[config.mk]
export PLATFORM = sky130hd
export DESIGN_NAME = lia_link_interrupt_aggregator
export DESIGN_NICKNAME = d
export VERILOG_FILES = /design/src/lia_pkg.sv /design/src/lia_link_interrupt_aggregator.sv /design/src/lia_event_latch.sv
export SDC_FILE = /design/constraint.sdc
export NUM_CORES = 1
export LEC_CHECK = 0
export BUFFER_PORTS_ARGS = -buffer_cell sky130_fd_sc_hd__buf_2
export CAP_MARGIN = 30
export CORE_ASPECT_RATIO = 2
export CORE_UTILIZATION = 41
export DETAILED_ROUTE_END_ITERATION = 10
export GPL_TIMING_DRIVEN = 0
export HOLD_SLACK_MARGIN = 0.1
export PLACE_DENSITY = 0.69
export SLEW_MARGIN = 20
export SYNTH_ARGS = -nofsm -noshare
export SYNTH_HDL_FRONTEND = slang
export SYNTH_SLANG_ARGS = --single-unit
[constraint.sdc]
create_clock -name clk -period 0.8 [get_ports clk]
set_input_delay 0.08 -clock clk [delete_from_list [all_inputs] [get_ports clk]]
set_output_delay 0.08 -clock clk [all_outputs]
set_load 0.02 [all_outputs]
[src/lia_pkg.sv]
/*
 Package for the link interrupt aggregator: register offsets, field
 positions, reset values and register-port encodings.
 Assumes a byte-wide register port from the device's serial control logic.
*/
package lia_pkg;

    // =========================================================
    // register offsets
    localparam logic [7:0] OFF_INTERRUPT_CONTROL = 8'hc6;
    localparam logic [7:0] OFF_INTERRUPT_STATUS  = 8'hc7;

    // =========================================================
    // reset values
    localparam logic [7:0] RST_INTERRUPT_CONTROL = 8'h00;
    localparam logic [7:0] RST_INTERRUPT_STATUS  = 8'h00;

    // =========================================================
    // field positions, shared by control and status
    localparam int BIT_INDIRECT_DONE  = 7;
    localparam int BIT_RECEIVER_FOUND = 6;
    localparam int BIT_DOWNSTREAM_IRQ = 5;
    localparam int BIT_KEY_LIST_READY = 4;
    localparam int BIT_KEY_READY      = 3;
    localparam int BIT_AUTH_FAIL      = 2;
    localparam int BIT_AUTH_PASS      = 1;
    localparam int BIT_GLOBAL         = 0;

    // =========================================================
    // event count and source order (index i maps to bit i+1)
    localparam int NUM_EVENTS = 7;

    // =========================================================
    // read data for an unmapped offset
    localparam logic [7:0] RD_UNMAPPED = 8'h00;

endpackage

[src/lia_link_interrupt_aggregator.sv]
/*
 Interrupt aggregation unit: control and status registers, sticky event
 flags, global interrupt output toward the host controller.
 Assumes a byte register port driven by the serial control bus logic; one
 access per cycle at most; events synchronous to clk.
 Held flags clear on any status read; an event in that cycle wins.
*/
`timescale 1ns/1ns
module lia_link_interrupt_aggregator (
    // clock and reset
    input  wire logic       clk,
    input  wire logic       reset_n,
    // register port
    input  wire logic       reg_wr,
    input  wire logic       reg_rd,
    input  wire logic [7:0] reg_addr,
    input  wire logic [7:0] reg_wdata,
    output logic      [7:0] reg_rdata,
    output logic            reg_rvalid,
    // event sources, one-cycle pulses or levels
    input  wire logic       indirect_done,
    input  wire logic       receiver_found,
    input  wire logic       downstream_irq,
    input  wire logic       key_list_ready,
    input  wire logic       key_ready,
    input  wire logic       auth_fail,
    input  wire logic       auth_pass,
    // interrupt toward the controller
    output logic            irq_out
);

    // =========================================================
    // reset release
    logic rst_meta_r;
    logic rst_n_r;

    always_ff @(posedge clk or negedge reset_n) begin
        if (!reset_n) begin
            rst_meta_r <= 1'b0;
            rst_n_r    <= 1'b0;
        end else begin
            rst_meta_r <= 1'b1;
            rst_n_r    <= rst_meta_r;
        end
    end

    // =========================================================
    // address decode
    function automatic logic hit(input logic [7:0] a, input logic [7:0] o);
        hit = (a == o);
    endfunction

    logic ctl_sel;
    logic sts_sel;

    assign ctl_sel = hit(reg_addr, lia_pkg::OFF_INTERRUPT_CONTROL);
    assign sts_sel = hit(reg_addr, lia_pkg::OFF_INTERRUPT_STATUS);

    // =========================================================
    // access strobes
    logic ctl_wr;
    logic sts_rd;

    assign ctl_wr = reg_wr && ctl_sel;
    assign sts_rd = reg_rd && sts_sel;

    // =========================================================
    // interrupt control register
    logic [7:0] interrupt_control_r;
    logic [7:0] interrupt_control_nxt;

    always_comb begin
        interrupt_control_nxt = interrupt_control_r;
        if (ctl_wr) begin
            interrupt_control_nxt = reg_wdata;
        end
    end

    always_ff @(posedge clk or negedge rst_n_r) begin
        if (!rst_n_r) begin
            interrupt_control_r <= lia_pkg::RST_INTERRUPT_CONTROL;
        end else begin
            interrupt_control_r <= interrupt_control_nxt;
        end
    end

    // =========================================================
    // control fields
    logic indirect_done_enable;
    logic receiver_found_enable;
    logic downstream_irq_enable;
    logic key_list_ready_enable;
    logic key_ready_enable;
    logic auth_fail_enable;
    logic auth_pass_enable;
    logic global_enable;

    assign indirect_done_enable  =
        interrupt_control_r[lia_pkg::BIT_INDIRECT_DONE];

    assign receiver_found_enable =
        interrupt_control_r[lia_pkg::BIT_RECEIVER_FOUND];

    assign downstream_irq_enable =
        interrupt_control_r[lia_pkg::BIT_DOWNSTREAM_IRQ];

    assign key_list_ready_enable =
        interrupt_control_r[lia_pkg::BIT_KEY_LIST_READY];

    assign key_ready_enable      =
        interrupt_control_r[lia_pkg::BIT_KEY_READY];

    assign auth_fail_enable      =
        interrupt_control_r[lia_pkg::BIT_AUTH_FAIL];

    assign auth_pass_enable      =
        interrupt_control_r[lia_pkg::BIT_AUTH_PASS];

    assign global_enable         =
        interrupt_control_r[lia_pkg::BIT_GLOBAL];

    // =========================================================
    // sticky event flags
    logic [lia_pkg::NUM_EVENTS-1:0] event_vec;
    logic [lia_pkg::NUM_EVENTS-1:0] clear_vec;
    logic [lia_pkg::NUM_EVENTS-1:0] flag_vec;

    // =========================================================
    // event sources by bit
    always_comb begin
        event_vec = '0;
        event_vec[lia_pkg::BIT_INDIRECT_DONE-1]  = indirect_done;
        event_vec[lia_pkg::BIT_RECEIVER_FOUND-1] = receiver_found;
        event_vec[lia_pkg::BIT_DOWNSTREAM_IRQ-1] = downstream_irq;
        event_vec[lia_pkg::BIT_KEY_LIST_READY-1] = key_list_ready;
        event_vec[lia_pkg::BIT_KEY_READY-1]      = key_ready;
        event_vec[lia_pkg::BIT_AUTH_FAIL-1]      = auth_fail;
        event_vec[lia_pkg::BIT_AUTH_PASS-1]      = auth_pass;
    end

    // =========================================================
    // status read clears all held flags
    assign clear_vec = {lia_pkg::NUM_EVENTS{sts_rd}};

    // =========================================================
    // sticky latch
    lia_event_latch u_latch (
        .clk      (clk),
        .rst_n    (rst_n_r),
        .event_in (event_vec),
        .clear_in (clear_vec),
        .flag_out (flag_vec)
    );

    // =========================================================
    // held flags by source
    logic indirect_done_flag;
    logic receiver_found_flag;
    logic downstream_irq_flag;
    logic key_list_ready_flag;
    logic key_ready_flag;
    logic auth_fail_flag;
    logic auth_pass_flag;

    assign indirect_done_flag  =
        flag_vec[lia_pkg::BIT_INDIRECT_DONE-1];
    assign receiver_found_flag =
        flag_vec[lia_pkg::BIT_RECEIVER_FOUND-1];
    assign downstream_irq_flag =
        flag_vec[lia_pkg::BIT_DOWNSTREAM_IRQ-1];
    assign key_list_ready_flag =
        flag_vec[lia_pkg::BIT_KEY_LIST_READY-1];
    assign key_ready_flag      =
        flag_vec[lia_pkg::BIT_KEY_READY-1];
    assign auth_fail_flag      =
        flag_vec[lia_pkg::BIT_AUTH_FAIL-1];
    assign auth_pass_flag      =
        flag_vec[lia_pkg::BIT_AUTH_PASS-1];

    // =========================================================
    // per-source pending, flag and enable both set
    logic indirect_done_pending;
    logic receiver_found_pending;
    logic downstream_irq_pending;
    logic key_list_ready_pending;
    logic key_ready_pending;
    logic auth_fail_pending;
    logic auth_pass_pending;

    assign indirect_done_pending  =
        indirect_done_flag && indirect_done_enable;

    assign receiver_found_pending =
        receiver_found_flag && receiver_found_enable;

    assign downstream_irq_pending =
        downstream_irq_flag && downstream_irq_enable;

    assign key_list_ready_pending =
        key_list_ready_flag && key_list_ready_enable;

    assign key_ready_pending      =
        key_ready_flag && key_ready_enable;

    assign auth_fail_pending      =
        auth_fail_flag && auth_fail_enable;

    assign auth_pass_pending      =
        auth_pass_flag && auth_pass_enable;

    // =========================================================
    // enabled-event summary
    logic any_enabled;

    always_comb begin
        any_enabled =
            indirect_done_pending  ||
            receiver_found_pending ||
            downstream_irq_pending ||
            key_list_ready_pending ||
            key_ready_pending      ||
            auth_fail_pending      ||
            auth_pass_pending;
    end

    // =========================================================
    // status image
    logic [7:0] interrupt_status;

    always_comb begin
        interrupt_status = lia_pkg::RST_INTERRUPT_STATUS;
        interrupt_status[lia_pkg::BIT_INDIRECT_DONE]  = indirect_done_flag;
        interrupt_status[lia_pkg::BIT_RECEIVER_FOUND] = receiver_found_flag;
        interrupt_status[lia_pkg::BIT_DOWNSTREAM_IRQ] = downstream_irq_flag;
        interrupt_status[lia_pkg::BIT_KEY_LIST_READY] = key_list_ready_flag;
        interrupt_status[lia_pkg::BIT_KEY_READY]      = key_ready_flag;
        interrupt_status[lia_pkg::BIT_AUTH_FAIL]      = auth_fail_flag;
        interrupt_status[lia_pkg::BIT_AUTH_PASS]      = auth_pass_flag;
        interrupt_status[lia_pkg::BIT_GLOBAL]         = any_enabled;
    end

    // =========================================================
    // read path
    logic [7:0] reg_rdata_nxt;

    always_comb begin
        reg_rdata_nxt = lia_pkg::RD_UNMAPPED;
        if (ctl_sel) begin
            reg_rdata_nxt = interrupt_control_r;
        end else if (sts_sel) begin
            reg_rdata_nxt = interrupt_status;
        end
    end

    always_ff @(posedge clk or negedge rst_n_r) begin
        if (!rst_n_r) begin
            reg_rvalid <= 1'b0;
        end else begin
            reg_rvalid <= reg_rd;
        end
    end

    always_ff @(posedge clk or negedge rst_n_r) begin
        if (!rst_n_r) begin
            reg_rdata <= 8'h00;
        end else if (reg_rd) begin
            reg_rdata <= reg_rdata_nxt;
        end
    end

    // =========================================================
    // interrupt output
    logic irq_nxt;

    always_comb begin
        irq_nxt = global_enable && any_enabled;
    end

    always_ff @(posedge clk or negedge rst_n_r) begin
        if (!rst_n_r) begin
            irq_out <= 1'b0;
        end else begin
            irq_out <= irq_nxt;
        end
    end

endmodule

[src/lia_event_latch.sv]
/*
 Sticky event latch for the interrupt aggregator sources.
 Assumes events are one-cycle or level pulses synchronous to clk and that
 the clear pulse marks a completed status read.
*/
`timescale 1ns/1ns
module lia_event_latch (
    // clock and reset
    input  wire logic                           clk,
    input  wire logic                           rst_n,
    // events and clear
    input  wire logic [lia_pkg::NUM_EVENTS-1:0] event_in,
    input  wire logic [lia_pkg::NUM_EVENTS-1:0] clear_in,
    // held flags
    output logic      [lia_pkg::NUM_EVENTS-1:0] flag_out
);

    // =========================================================
    // sticky flags, set wins over clear
    logic [lia_pkg::NUM_EVENTS-1:0] flag_r;
    logic [lia_pkg::NUM_EVENTS-1:0] flag_nxt;

    always_comb begin
        flag_nxt = (flag_r & ~clear_in) | event_in;
    end

    always_ff @(posedge clk or negedge rst_n) begin
        if (!rst_n) begin
            flag_r <= lia_pkg::RST_INTERRUPT_STATUS[lia_pkg::NUM_EVENTS:1];
        end else begin
            flag_r <= flag_nxt;
        end
    end

    assign flag_out = flag_r;

endmodule

## Word level (Yosys, flattened, before mapping)

Cells that the tools add are included.

- Bitwise logic cells: 3
- Reduce and logical (&&, ||, !) cells: 16
- Muxes and demuxes: 2
- Equality and inequality tests: 2

Operators with widths:

| kind | count |
|---|---|
| $eq 8x8->1 const B | 2 |
| $mux 8 | 2 |
| $logic_and 1x1->1 | 10 |
| $and 7x7->7 | 1 |
| $not 7->7 | 1 |
| $or 7x7->7 | 1 |
| $logic_or 1x1->1 | 6 |

- Output and inout port bits: 10
- Register bits: 27
- Bits of input ports: 27
- Logic and storage cells: 30

## Logic depth before layout (Yosys ltp)

Gate-level depths: netlist of run 1.

- Word-level depth: 9
- Depth in mapped cells: 5

## By module

Synthesis of run 1 repeated with hierarchy kept, for this count alone.

- Cell total of the unflattened synthesis: 89
- Area total of the unflattened synthesis: 1,144.8 µm²

Modules (own cells, without submodules):

| module | instances | cells each | area an instance (µm²) |
|---|---|---|---|
| lia_link_interrupt_aggregator | 1 | 68 | 890.9 |
| lia_event_latch | 1 | 21 | 254.0 |

## Worst setup path after synthesis of run 1

Ideal clock, no wire load.

- Kind: input-to-reg
- From: input reg_addr[0]
- To: register interrupt_control_r[0]
- Stages: 3
- Buffers on the path: 1
- Required time: 0.675 ns
- Path slack: -0.439 ns
- Data arrival time: 1.114 ns
- Cell sequence: clkbuf_1 > nor4_4 > mux2_2

- Cells in the longest elaborated chain, start to end: 2

RTL lines:

| element | line | RTL |
|---|---|---|
| start: declaration | lia_link_interrupt_aggregator.sv:16 | `input wire logic [7:0] reg_addr,` |
| $eq 8x8->1 | lia_link_interrupt_aggregator.sv:50 | `hit = (a == o);` |
| $logic_and 1x1->1 | lia_link_interrupt_aggregator.sv:64 | `assign ctl_wr = reg_wr && ctl_sel;` |
| end signal: assignment | lia_link_interrupt_aggregator.sv:81 | `interrupt_control_r <= lia_pkg::RST_INTERRUPT_CONTROL;` |
| end signal: assignment | lia_link_interrupt_aggregator.sv:83 | `interrupt_control_r <= interrupt_control_nxt;` |
| end: declaration | lia_link_interrupt_aggregator.sv:69 | `logic [7:0] interrupt_control_r;` |

No other way between the ends.
A chain may end at the register's enable or synchronous reset.

## Final worst setup path of run 1

- From: register interrupt_control_r[5]
- To: register irq_out

- Cells in the longest elaborated chain, start to end: 7

RTL lines:

| element | line | RTL |
|---|---|---|
| $logic_and 1x1->1 | lia_link_interrupt_aggregator.sv:197 | `downstream_irq_flag && downstream_irq_enable;` |
| $logic_or 1x1->1 | lia_link_interrupt_aggregator.sv:218 | `receiver_found_pending \|\|` |
| $logic_or 1x1->1 | lia_link_interrupt_aggregator.sv:219 | `downstream_irq_pending \|\|` |
| $logic_or 1x1->1 | lia_link_interrupt_aggregator.sv:220 | `key_list_ready_pending \|\|` |
| $logic_or 1x1->1 | lia_link_interrupt_aggregator.sv:221 | `key_ready_pending \|\|` |
| $logic_or 1x1->1 | lia_link_interrupt_aggregator.sv:222 | `auth_fail_pending \|\|` |
| $logic_and 1x1->1 | lia_link_interrupt_aggregator.sv:276 | `irq_nxt = global_enable && any_enabled;` |
| net irq_nxt | lia_link_interrupt_aggregator.sv:273 | `logic irq_nxt;` |
| end signal: assignment | lia_link_interrupt_aggregator.sv:283 | `irq_out <= irq_nxt;` |
| end: declaration | lia_link_interrupt_aggregator.sv:29 | `output logic irq_out` |

The timed path passes the listed nets, and every way through them passes these cells.

==> impl_metrics.json, run 1 <==
{
  "status": "finished with violations",
  "violations": "setup timing",
  "io_buffers": 35,
  "synthTopCellsByCount": "dfrtp_1, inv_1, a21o_1, mux2_2",
  "grt_use_total": 0.202,
  "top_level_ports": 37,
  "gr-total-overflow": 0,
  "p_leak_nw": 0.885,
  "clockRootBuffer": "clkbuf_8",
  "arrival_ps": 1450,
  "dp_slack_ps": -792,
  "via_per_inst": 5.29,
  "start_util": 0.431,
  "r2r_cells": 3,
  "clk_pin_slew_ps": 90,
  "endpoint_kind": "register",
  "clockBufferDepth": 2,
  "ys.warnings.count": 0,
  "fin_ws_ps": -484,
  "postRouteAntennaNets": 0,
  "h-tree-depth": 1,
  "report.final.slew_viol_count": 0,
  "routed_wl_um": 2880,
  "power_density_nw_per_um2": 1360,
  "grt_pass1_vias": 1088,
  "postCtsHoldBufs": 9,
  "die_w_um": 40.2,
  "antenna_found_initial": 0,
  "setup_viol": 34,
  "fillers": 206,
  "ys_seq_area_frac": 0.565,
  "worst_slew_pin_slew_ps": 539,
  "hp-class": "primary input to register",
  "rsz0062_at_grt": "true",
  "max_cap_viol_count": 0,
  "r2r_slack_ps": -480,
  "dieArea_um2": 3150,
  "async_flop_share": 1.00,
  "fin_crit_ps": 1280,
  "fin_tns_setup_ps": -7970,
  "relSlewSlack": 0.641,
  "synth_ff_type": "dfrtp_1",
  "drt_iter0_drc": 11,
  "synthToLayoutAreaGrowth_pct": 54.6,
  "yosysTopAreaCellShare": 0.565,
  "synth_area_um2": 1190,
  "core_area_um2": 2770,
  "finalNetCount": 188,
  "synth_nets": 124,
  "r2r_end": "irq_out",
  "synth.area.top_cells": "dfrtp_1, mux2_2, a21o_1",
  "fmaxAchievable_mhz": 779,
  "routedWlPerCell_um": 15.2,
  "worstPathRequired_ps": 970,
  "hpwl_um": 1950,
  "crit_end": "irq_out",
  "fin_worst_skew_ps": 4.01,
  "place.gp.congestion": 0.756,
  "irDropWorstVdd_mv": 1.19,
  "syn_inst": 97,
  "synth_seq_cells": 27,
  "syn_area_per_cell_um2": 12.3,
  "crit_type": "register to register",
  "cp-startpoint": "interrupt_control_r[5]",
  "finalPower_w": 0.00252,
  "grt_pass1_wl_um": 4620,
  "min_period_over_period": 1.60,
  "synth.largest_area_cell": "dfrtp_1",
  "synth-edff-count": 0,
  "cp_max_fo": 2,
  "clock_latency_ps": 270,
  "vias": 999,
  "drive_gt1_frac": 0.488,
  "crit_path_start_kind": "register",
  "first_pass_iters": 4,
  "synthMostInstantiatedCell": "dfrtp_1",
  "synth_cell_types": 27,
  "diodes": 0,
  "cts_tree": "yes",
  "drcViolationCount": 0,
  "die_h_um": 78.3,
  "cts_buffers": 3,
  "hold_violations": 0,
  "clock-sinks": 27,
  "rows": 27,
  "r2r-start": "interrupt_control_r[5]",
  "grt_start_max_net_pins": 26
}
==> stage by stage <==
step | std cells | hold slack, ps | cell area, um^2 | util
5_1_grt | 189 | 28.3 | 1850 | 0.667
3_5_place_dp | 161 | -132 | 1410 | 0.508
3_3_place_gp | 161 | -135 | 1410 | 0.508
2_1_floorplan | 97 | -216 | 1200 | -
6_report | 189 | 34.9 | 1850 | 0.667
4_1_cts | 186 | 29.4 | 1820 | 0.656
==> layout by cell type, fill, tap and decap left out, types with 2 or more instances in the layout <==
cell type      instances
buf_4                 11
dfrtp_1               26
nor3_1                 2
nand3_1                4
buf_6                 16
buf_2                 25
inv_1                 11
a22oi_1                2
nor2b_1                3
a211o_1                2
a21o_1                 9
clkbuf_8               3
o21ai_2                4
o32a_1                 4
o32ai_2                2
nor4_4                 2
dlygate4sd3_1          9
nand2_1                4
mux2_4                 8
==> power breakdown <==
| part | switching, W | internal (W) |
|---|---|---|
| sequential | 0.0000439 | 0.00139 |
| clock | 0.000424 | 0.000353 |
| combinational | 0.000122 | 0.000181 |
==> worst min-delay path by stage <==
stage            startpoint                endpoint  slack (ps)  cells after the start
2_1_floorplan       reset_n              rst_meta_r        -220                      0
4_1_cts        reg_wdata[4]  interrupt_control_r[4]          30                      2
3_5_place_dp        reset_n              rst_meta_r        -130                      1
6_report       reg_wdata[4]  interrupt_control_r[4]          30                      2
5_1_grt        reg_wdata[0]  interrupt_control_r[0]          30                      2
3_3_place_gp        reset_n              rst_meta_r        -140                      1
==> registers in the layout, summed over array words and instances, names as in the netlist <==
register             cells
reg_rdata                8
rst_n_r                  1
irq_out                  1
reg_rvalid               1
interrupt_control_r      8
u_latch.flag_out         7
rst_meta_r               1
==> per-layer routing <==
layer  vias up  GRT usage  wire [um]  share of wire
met5         -          0          0              0
met4         0     0.0900         59          0.020
met3         6     0.0254        110          0.038
met2        28      0.350       1610           0.56
met1       493      0.228       1100           0.38
li1        472          -          -              -
==> logic make-up after synthesis <==
logic type / count (synthesis) / synth area share
buf+inv: 16 / 0.0639
simple gates: 21 / 0.135
compound gates: 24 / 0.157
flops: 27 / 0.565
mux: 8 / 0.0754
other cells: 1 / 0.00314
==> layout make-up <==
type,instances,area (um^2),area share
Buffer,5,41.3,0.0224
Clock buffer,3,41.3,0.0224
Clock inverter,1,7.51,0.00407
Inverter,11,41.3,0.0224
Multi-Input combinational cell,54,518,0.280
Sequential cell,27,677,0.367
Tap cell,29,36.3,0.0196
Timing Repair Buffer,59,484,0.262
==> critical path, stage by stage, from the launching register on <==
cell and delay (ps):
dfrtp_1 400, a222oi_1 440, and3_1 280, nor2b_1 60
==> what timing repair did <==
| action | CTS | global route |
|---|---|---|
| cloned | 1 | 0 |
| buffers inserted | 11 | 3 |
| endpoints found under the hold margin | 18 | 8 |
| gates resized for setup | 43 | 2 |
| endpoints found under the setup margin | 34 | 34 |
| pin swaps | 11 | 3 |
No activity file was read; power rests on OpenSTA's default activity.
==> run 2, diff against run 1 <==
--- a/config.mk
+++ b/config.mk
@@ -5,6 +5,7 @@
 export SDC_FILE = /design/constraint.sdc
 export NUM_CORES = 1
 export LEC_CHECK = 0
+export ABC_CLOCK_PERIOD_IN_PS = 800
 export BUFFER_PORTS_ARGS = -buffer_cell sky130_fd_sc_hd__buf_2
 export CAP_MARGIN = 30
 export CORE_ASPECT_RATIO = 2
@@ -16,4 +17,5 @@
 export SLEW_MARGIN = 20
 export SYNTH_ARGS = -nofsm -noshare
 export SYNTH_HDL_FRONTEND = slang
+export SYNTH_HIERARCHICAL = 1
 export SYNTH_SLANG_ARGS = --single-unit
==> run 2 against run 1 <==
The run still ends with setup timing left. Flip-flop and latch count did not move. Clock power decreased by 5.1%. Final cell count fell by 6.9%. Largest power group unchanged.
==> impl_metrics.json, run 2 <==
{
  "async_flop_share": 1.00,
  "top_level_ports": 37,
  "hold_ws_ps": 43.0,
  "grt_pass1_wl_um": 4070,
  "syn_area_per_cell_um2": 12.9,
  "cp.buffers_inverters": 0,
  "setup_viol": 22,
  "finalNetCount": 176,
  "regArea_um2": 677,
  "drt_iter0_drc": 17,
  "routedWlPerCell_um": 14.3,
  "synth_compound_area_frac": 0.126,
  "r2r_cells": 3,
  "endpoint_kind": "register",
  "violations": "setup timing",
  "die_h_um": 76.7,
  "ys_seq_area_frac": 0.590,
  "drcViolationCount": 0,
  "clockRootBuffer": "clkbuf_8",
  "clock_latency_ps": 260,
  "first_pass_iters": 4,
  "rows": 26,
  "drive_gt1_frac": 0.480,
  "synthAdderAreaFrac": 0,
  "synth-simple-area-share": 0.0765,
  "max_cap_viol_count": 0,
  "h-tree-depth": 1,
  "gr-total-overflow": 0,
  "power_frac_clock": 0.302,
  "core_area_um2": 2600,
  "syn_inst": 89,
  "synth.largest_area_cell": "dfrtp_1",
  "synth_area_um2": 1140,
  "synth.area.mux_share": 0.140,
  "yosysTopAreaCellShare": 0.590,
  "r2r_end": "reg_rdata[0]",
  "crit_chain": "a222oi_1, and4_1, o32ai_2",
  "worst_slew_pin_slew_ps": 528,
  "fin_worst_skew_ps": 3.44,
  "clockBufferDepth": 2,
  "power_density_nw_per_um2": 1450,
  "synth_top_family_by_area": "multiplexers",
  "synthTopCellsByCount": "dfrtp_1, inv_1, mux2_2",
  "synthMostInstantiatedCell": "dfrtp_1",
  "hp-class": "primary input to register",
  "min_to": "interrupt_control_r[2]",
  "cpMaxStageDelayCell": "a222oi_1",
  "vias": 895,
  "grt_pass1_vias": 936,
  "p_int_w": 0.00191,
  "crit_type": "register to register",
  "grt_use_total": 0.192,
  "io_buffers": 36,
  "r2r_slack_ps": -500,
  "multi_input_area_um2": 409,
  "arrival_ps": 1450,
  "clock-sinks": 27,
  "min_from": "reg_wdata[2]",
  "fillers": 224,
  "start_util": 0.440,
  "swShare": 0.216,
  "pwr-share-seq": 0.588,
  "cpLargestDelayFamily": "compound AO/OA/AOI/OAI gates",
  "fin_ws_ps": -496,
  "synth_cell_types": 18,
  "cts_tree": "yes",
  "min_period_over_period": 1.62,
  "relSlewSlack": 0.648,
  "rsz0062_at_grt": "true",
  "r2r-start": "u_latch/flag_out[6]",
  "routed_wl_um": 2520,
  "synth.area.top_cells": "dfrtp_1, mux2_2, mux2i_1",
  "synth_nets": 116,
  "p_leak_nw": 0.815,
  "synth_seq_cells": 27,
  "report.final.slew_viol_count": 0,
  "worst-path-stages": 3,
  "worstPathRequired_ps": 950,
  "synth-edff-count": 0,
  "cp_slowest_stage_delay_ps": 430,
  "grt_start_max_net_pins": 26,
  "cp_max_fo": 2,
  "synthToLayoutAreaGrowth_pct": 46.9,
  "switchingPower_w": 0.000527,
  "fmaxAchievable_mhz": 772,
  "comb_power_share": 0.110,
  "hold-path-cell-count": 2,
  "crit_path_start_kind": "register",
  "die_w_um": 39.4,
  "fin_util": 0.646,
  "dieArea_um2": 3020,
  "postRouteAntennaNets": 0,
  "status": "finished with violations",
  "place.gp.congestion": 0.740,
  "antenna_found_initial": 0,
  "synth_ff_type": "dfrtp_1",
  "clk_pin_slew_ps": 80,
  "cts_buffers": 3,
  "irDropWorstVdd_mv": 1.30,
  "ys.warnings.count": 6,
  "via_per_inst": 5.09,
  "hpwl_um": 1750,
  "layout_common_cells": "dfrtp_1, buf_2, buf_6",
  "hold_violations": 0,
  "fin_crit_ps": 1300,
  "layout_commonest_cell": "dfrtp_1",
  "synth-xor-area-share": 0,
  "postCtsHoldBufs": 9,
  "diodes": 0
}
run 2: worst max-delay path by stage:
stage	from	end	slack, ps
2_1_floorplan	u_latch/flag_out[5]	reg_rdata[0]	-360
3_3_place_gp	u_latch/flag_out[5]	reg_rdata[0]	-490
3_5_place_dp	u_latch/flag_out[5]	reg_rdata[0]	-460
4_1_cts	interrupt_control_r[6]	reg_rdata[0]	-430
5_1_grt	interrupt_control_r[6]	reg_rdata[0]	-560
6_report	u_latch/flag_out[6]	reg_rdata[0]	-500
run 2: cell families after synthesis:
logic type | after synthesis
AO/OA/AOI/OAI | 19
buffers and inverters | 19
flip-flops | 27
multiplexers | 15
other | 1
AND/OR/NAND/NOR | 8
run 2: routing by layer:
layer	vias to the layer above	share of wire	global-route usage
met3	4	0.024	0.0260
met2	18	0.60	0.332
met1	452	0.35	0.212
met4	0	0.017	0.0931
li1	421	-	-
met5	-	0	0
run 2: worst reg2reg max path, stage by stage (launching register included):
cell and delay, ps:
dfrtp_1 410, a222oi_1 430, and4_1 260, o32ai_2 70
run 2: power by group through the flow:
stage / Sequential, W / Clock [W] / Combinational [W]
final: 0.00144 / 0.000737 / 0.000267
after global routing: 0.00145 / 0.000830 / 0.000288
after detailed placement: 0.00146 / 0 / 0.000201
after CTS: 0.00144 / 0.000764 / 0.000259
after global placement: 0.00146 / 0 / 0.000195
after floorplan: 0.00146 / 0 / 0.000103
run 2: repair_timing:
| action | CTS | global route |
|---|---|---|
| setup endpoints to repair | 19 | 30 |
| setup buffers | 7 | 3 |
| hold endpoints to repair | 18 | 8 |
| gates resized for setup | 26 | 7 |
| pin swaps | 5 | 6 |
run 2: cell type report:
cell class | count | area share
Buffer | 2 | 0.00893
Clock buffer | 4 | 0.0268
Inverter | 17 | 0.0379
Multi-Input combinational cell | 43 | 0.243
Sequential cell | 27 | 0.403
Tap cell | 28 | 0.0208
Timing Repair Buffer | 55 | 0.260
run 2: through the flow:
| stage | worst slack, ps | instance area (um^2) | power [W] | TNS, ps | std cells |
|---|---|---|---|---|---|
| final | -496 | 1680 | 0.00244 | -1970 | 176 |
| after global placement | -493 | 1370 | 0.00166 | -5750 | 153 |
| after global routing | -558 | 1680 | 0.00256 | -2660 | 176 |
| after CTS | -433 | 1640 | 0.00246 | -1750 | 173 |
| after detailed placement | -464 | 1370 | 0.00167 | -6250 | 153 |
| after floorplan | -355 | 1150 | 0.00156 | -2350 | 89 |
==> run 3, diff against run 2 <==
--- a/config.mk
+++ b/config.mk
@@ -9,11 +9,11 @@
 export BUFFER_PORTS_ARGS = -buffer_cell sky130_fd_sc_hd__buf_2
 export CAP_MARGIN = 30
 export CORE_ASPECT_RATIO = 2
-export CORE_UTILIZATION = 41
+export CORE_UTILIZATION = 44
 export DETAILED_ROUTE_END_ITERATION = 10
 export GPL_TIMING_DRIVEN = 0
 export HOLD_SLACK_MARGIN = 0.1
-export PLACE_DENSITY = 0.69
+export PLACE_DENSITY = 0.74
 export SLEW_MARGIN = 20
 export SYNTH_ARGS = -nofsm -noshare
 export SYNTH_HDL_FRONTEND = slang
==> run 3 against run 2 <==
The run still ends with setup timing left. Largest cell class unchanged. Final cell count is 4.0% higher. Critical endpoint unchanged. Critical path type unchanged. Non-clock buffer count rose by 8. Sequential power about the same.
==> impl_metrics.json, run 3 (synthesized netlist as in run 2, its figures left out) <==
{
  "multi_input_area_um2": 410,
  "p_leak_nw": 0.850,
  "cts_tree": "yes",
  "crit_path_start_kind": "register",
  "post_dp_cell_area_um2": 1370,
  "p_int_w": 0.00193,
  "synthToLayoutAreaGrowth_pct": 52.1,
  "clk_pin_slew_ps": 90,
  "swShare": 0.225,
  "arrival_ps": 1520,
  "drcViolationCount": 0,
  "violations": "setup timing",
  "gr-total-overflow": 0,
  "cp_max_fo": 3,
  "drt_iter0_drc": 19,
  "diodes": 0,
  "status": "finished with violations",
  "vias": 952,
  "antenna_found_initial": 0,
  "hold_violations": 0,
  "instances_no_fill": 183,
  "endpoint_kind": "register",
  "routedWlPerCell_um": 15.3,
  "fin_area_um2": 1740,
  "regArea_um2": 677,
  "dp_slack_ps": -536,
  "power_density_nw_per_um2": 1430,
  "irDropWorstVdd_mv": 1.31,
  "finalNetCount": 184,
  "clockRootBuffer": "clkbuf_8",
  "routed_wl_um": 2800,
  "start_util": 0.475,
  "grt_use_total": 0.194,
  "first_pass_iters": 5,
  "rsz0062_at_grt": "true",
  "worst_slew_pin_slew_ps": 527,
  "top_level_ports": 37,
  "fin_crit_ps": 1360,
  "setup_viol": 23,
  "fmaxAchievable_mhz": 735,
  "io_buffers": 36,
  "die_h_um": 74.1,
  "pwr-share-seq": 0.577,
  "crit_type": "register to register",
  "comb_power_share": 0.116,
  "layout_commonest_cell": "dfrtp_1",
  "hp-class": "primary input to register",
  "layout_common_cells": "dfrtp_1, buf_2, inv_1, buf_6, buf_4",
  "core_area_um2": 2410,
  "clockBufferDepth": 2,
  "dp.cells": 152,
  "cts_buffers": 3,
  "clock_latency_ps": 270,
  "dieArea_um2": 2820,
  "die_w_um": 38.1,
  "grt_pass1_wl_um": 3810,
  "hold_ws_ps": 33.9,
  "postRouteAntennaNets": 0,
  "fin_worst_skew_ps": 1.21,
  "fin_util": 0.723,
  "relSlewSlack": 0.649,
  "grt_pass1_vias": 944,
  "place.gp.congestion": 0.733,
  "fin_ws_ps": -561,
  "power_frac_clock": 0.307,
  "grt_start_max_net_pins": 26,
  "h-tree-depth": 1,
  "clock-sinks": 27,
  "report.final.slew_viol_count": 0,
  "drive_gt1_frac": 0.487,
  "rows": 25,
  "switchingPower_w": 0.000561,
  "min_period_over_period": 1.70,
  "via_per_inst": 5.20,
  "worstPathRequired_ps": 960,
  "fillers": 176,
  "max_cap_viol_count": 0,
  "hpwl_um": 1660
}
-- run 3: per-layer routing --
metal | track usage | vias to the layer above | routed length, um
li1 | - | 440 | -
met1 | 0.182 | 469 | 953
met2 | 0.365 | 36 | 1680
met3 | 0.0269 | 7 | 104
met4 | 0.115 | 0 | 68
met5 | 0 | - | 0
-- run 3: power by group through the flow --
| stage | Combinational [W] | Sequential, W | Clock (W) |
|---|---|---|---|
| after detailed placement | 0.000201 | 0.00146 | 0 |
| after global placement | 0.000194 | 0.00146 | 0 |
| after floorplan | 0.000103 | 0.00146 | 0 |
| after global routing | 0.000310 | 0.00145 | 0.000846 |
| after CTS | 0.000264 | 0.00144 | 0.000774 |
| final | 0.000289 | 0.00144 | 0.000763 |
-- run 3: worst paths after layout --
kind | from | slack, ps | endpoint | depth (start not counted)
setup / recovery | u_latch/flag_out[6] | -560 | reg_rdata[0] | 3
hold / removal | reg_wdata[0] | 30 | interrupt_control_r[0] | 2
setup reg to reg | u_latch/flag_out[6] | -560 | reg_rdata[0] | 3
hold reg to reg | rst_n_r | 250 | interrupt_control_r[5] | 0
max in group asynchronous | rst_n_r | 200 | reg_rdata[3] | 0
min in group asynchronous | reset_n | 120 | rst_n_r | 2
-- run 3: critical path: stages (launching register included) --
cell,delay (ps)
dfrtp_1,420
a222oi_1,480
and4_1,270
o32ai_2,80
-- run 3: per-stage QoR --
| step | total power (W) | TNS [ps] |
|---|---|---|
| final | 0.00249 | -2670 |
| after global routing | 0.00260 | -3380 |
| after CTS | 0.00247 | -1950 |
| after detailed placement | 0.00166 | -6480 |
| after global placement | 0.00166 | -5700 |
| after floorplan | 0.00156 | -2350 |
-- run 3: repair_timing --
action                                  4_1_cts  5_1_grt
gates resized for setup                      25        6
setup buffers                                 6       11
endpoints found under the hold margin        18        9
hold buffers                                  9        2
endpoints found under the setup margin       19       28
pin swaps                                     5        3
-- run 3: cell type report --
type	count	share of cell area
sequential	27	0.389
timing repair buffer	63	0.285
multi-input combinational	43	0.236
inverter	17	0.0366
clock buffer	4	0.0259
tap	27	0.0194
buffer	2	0.00862
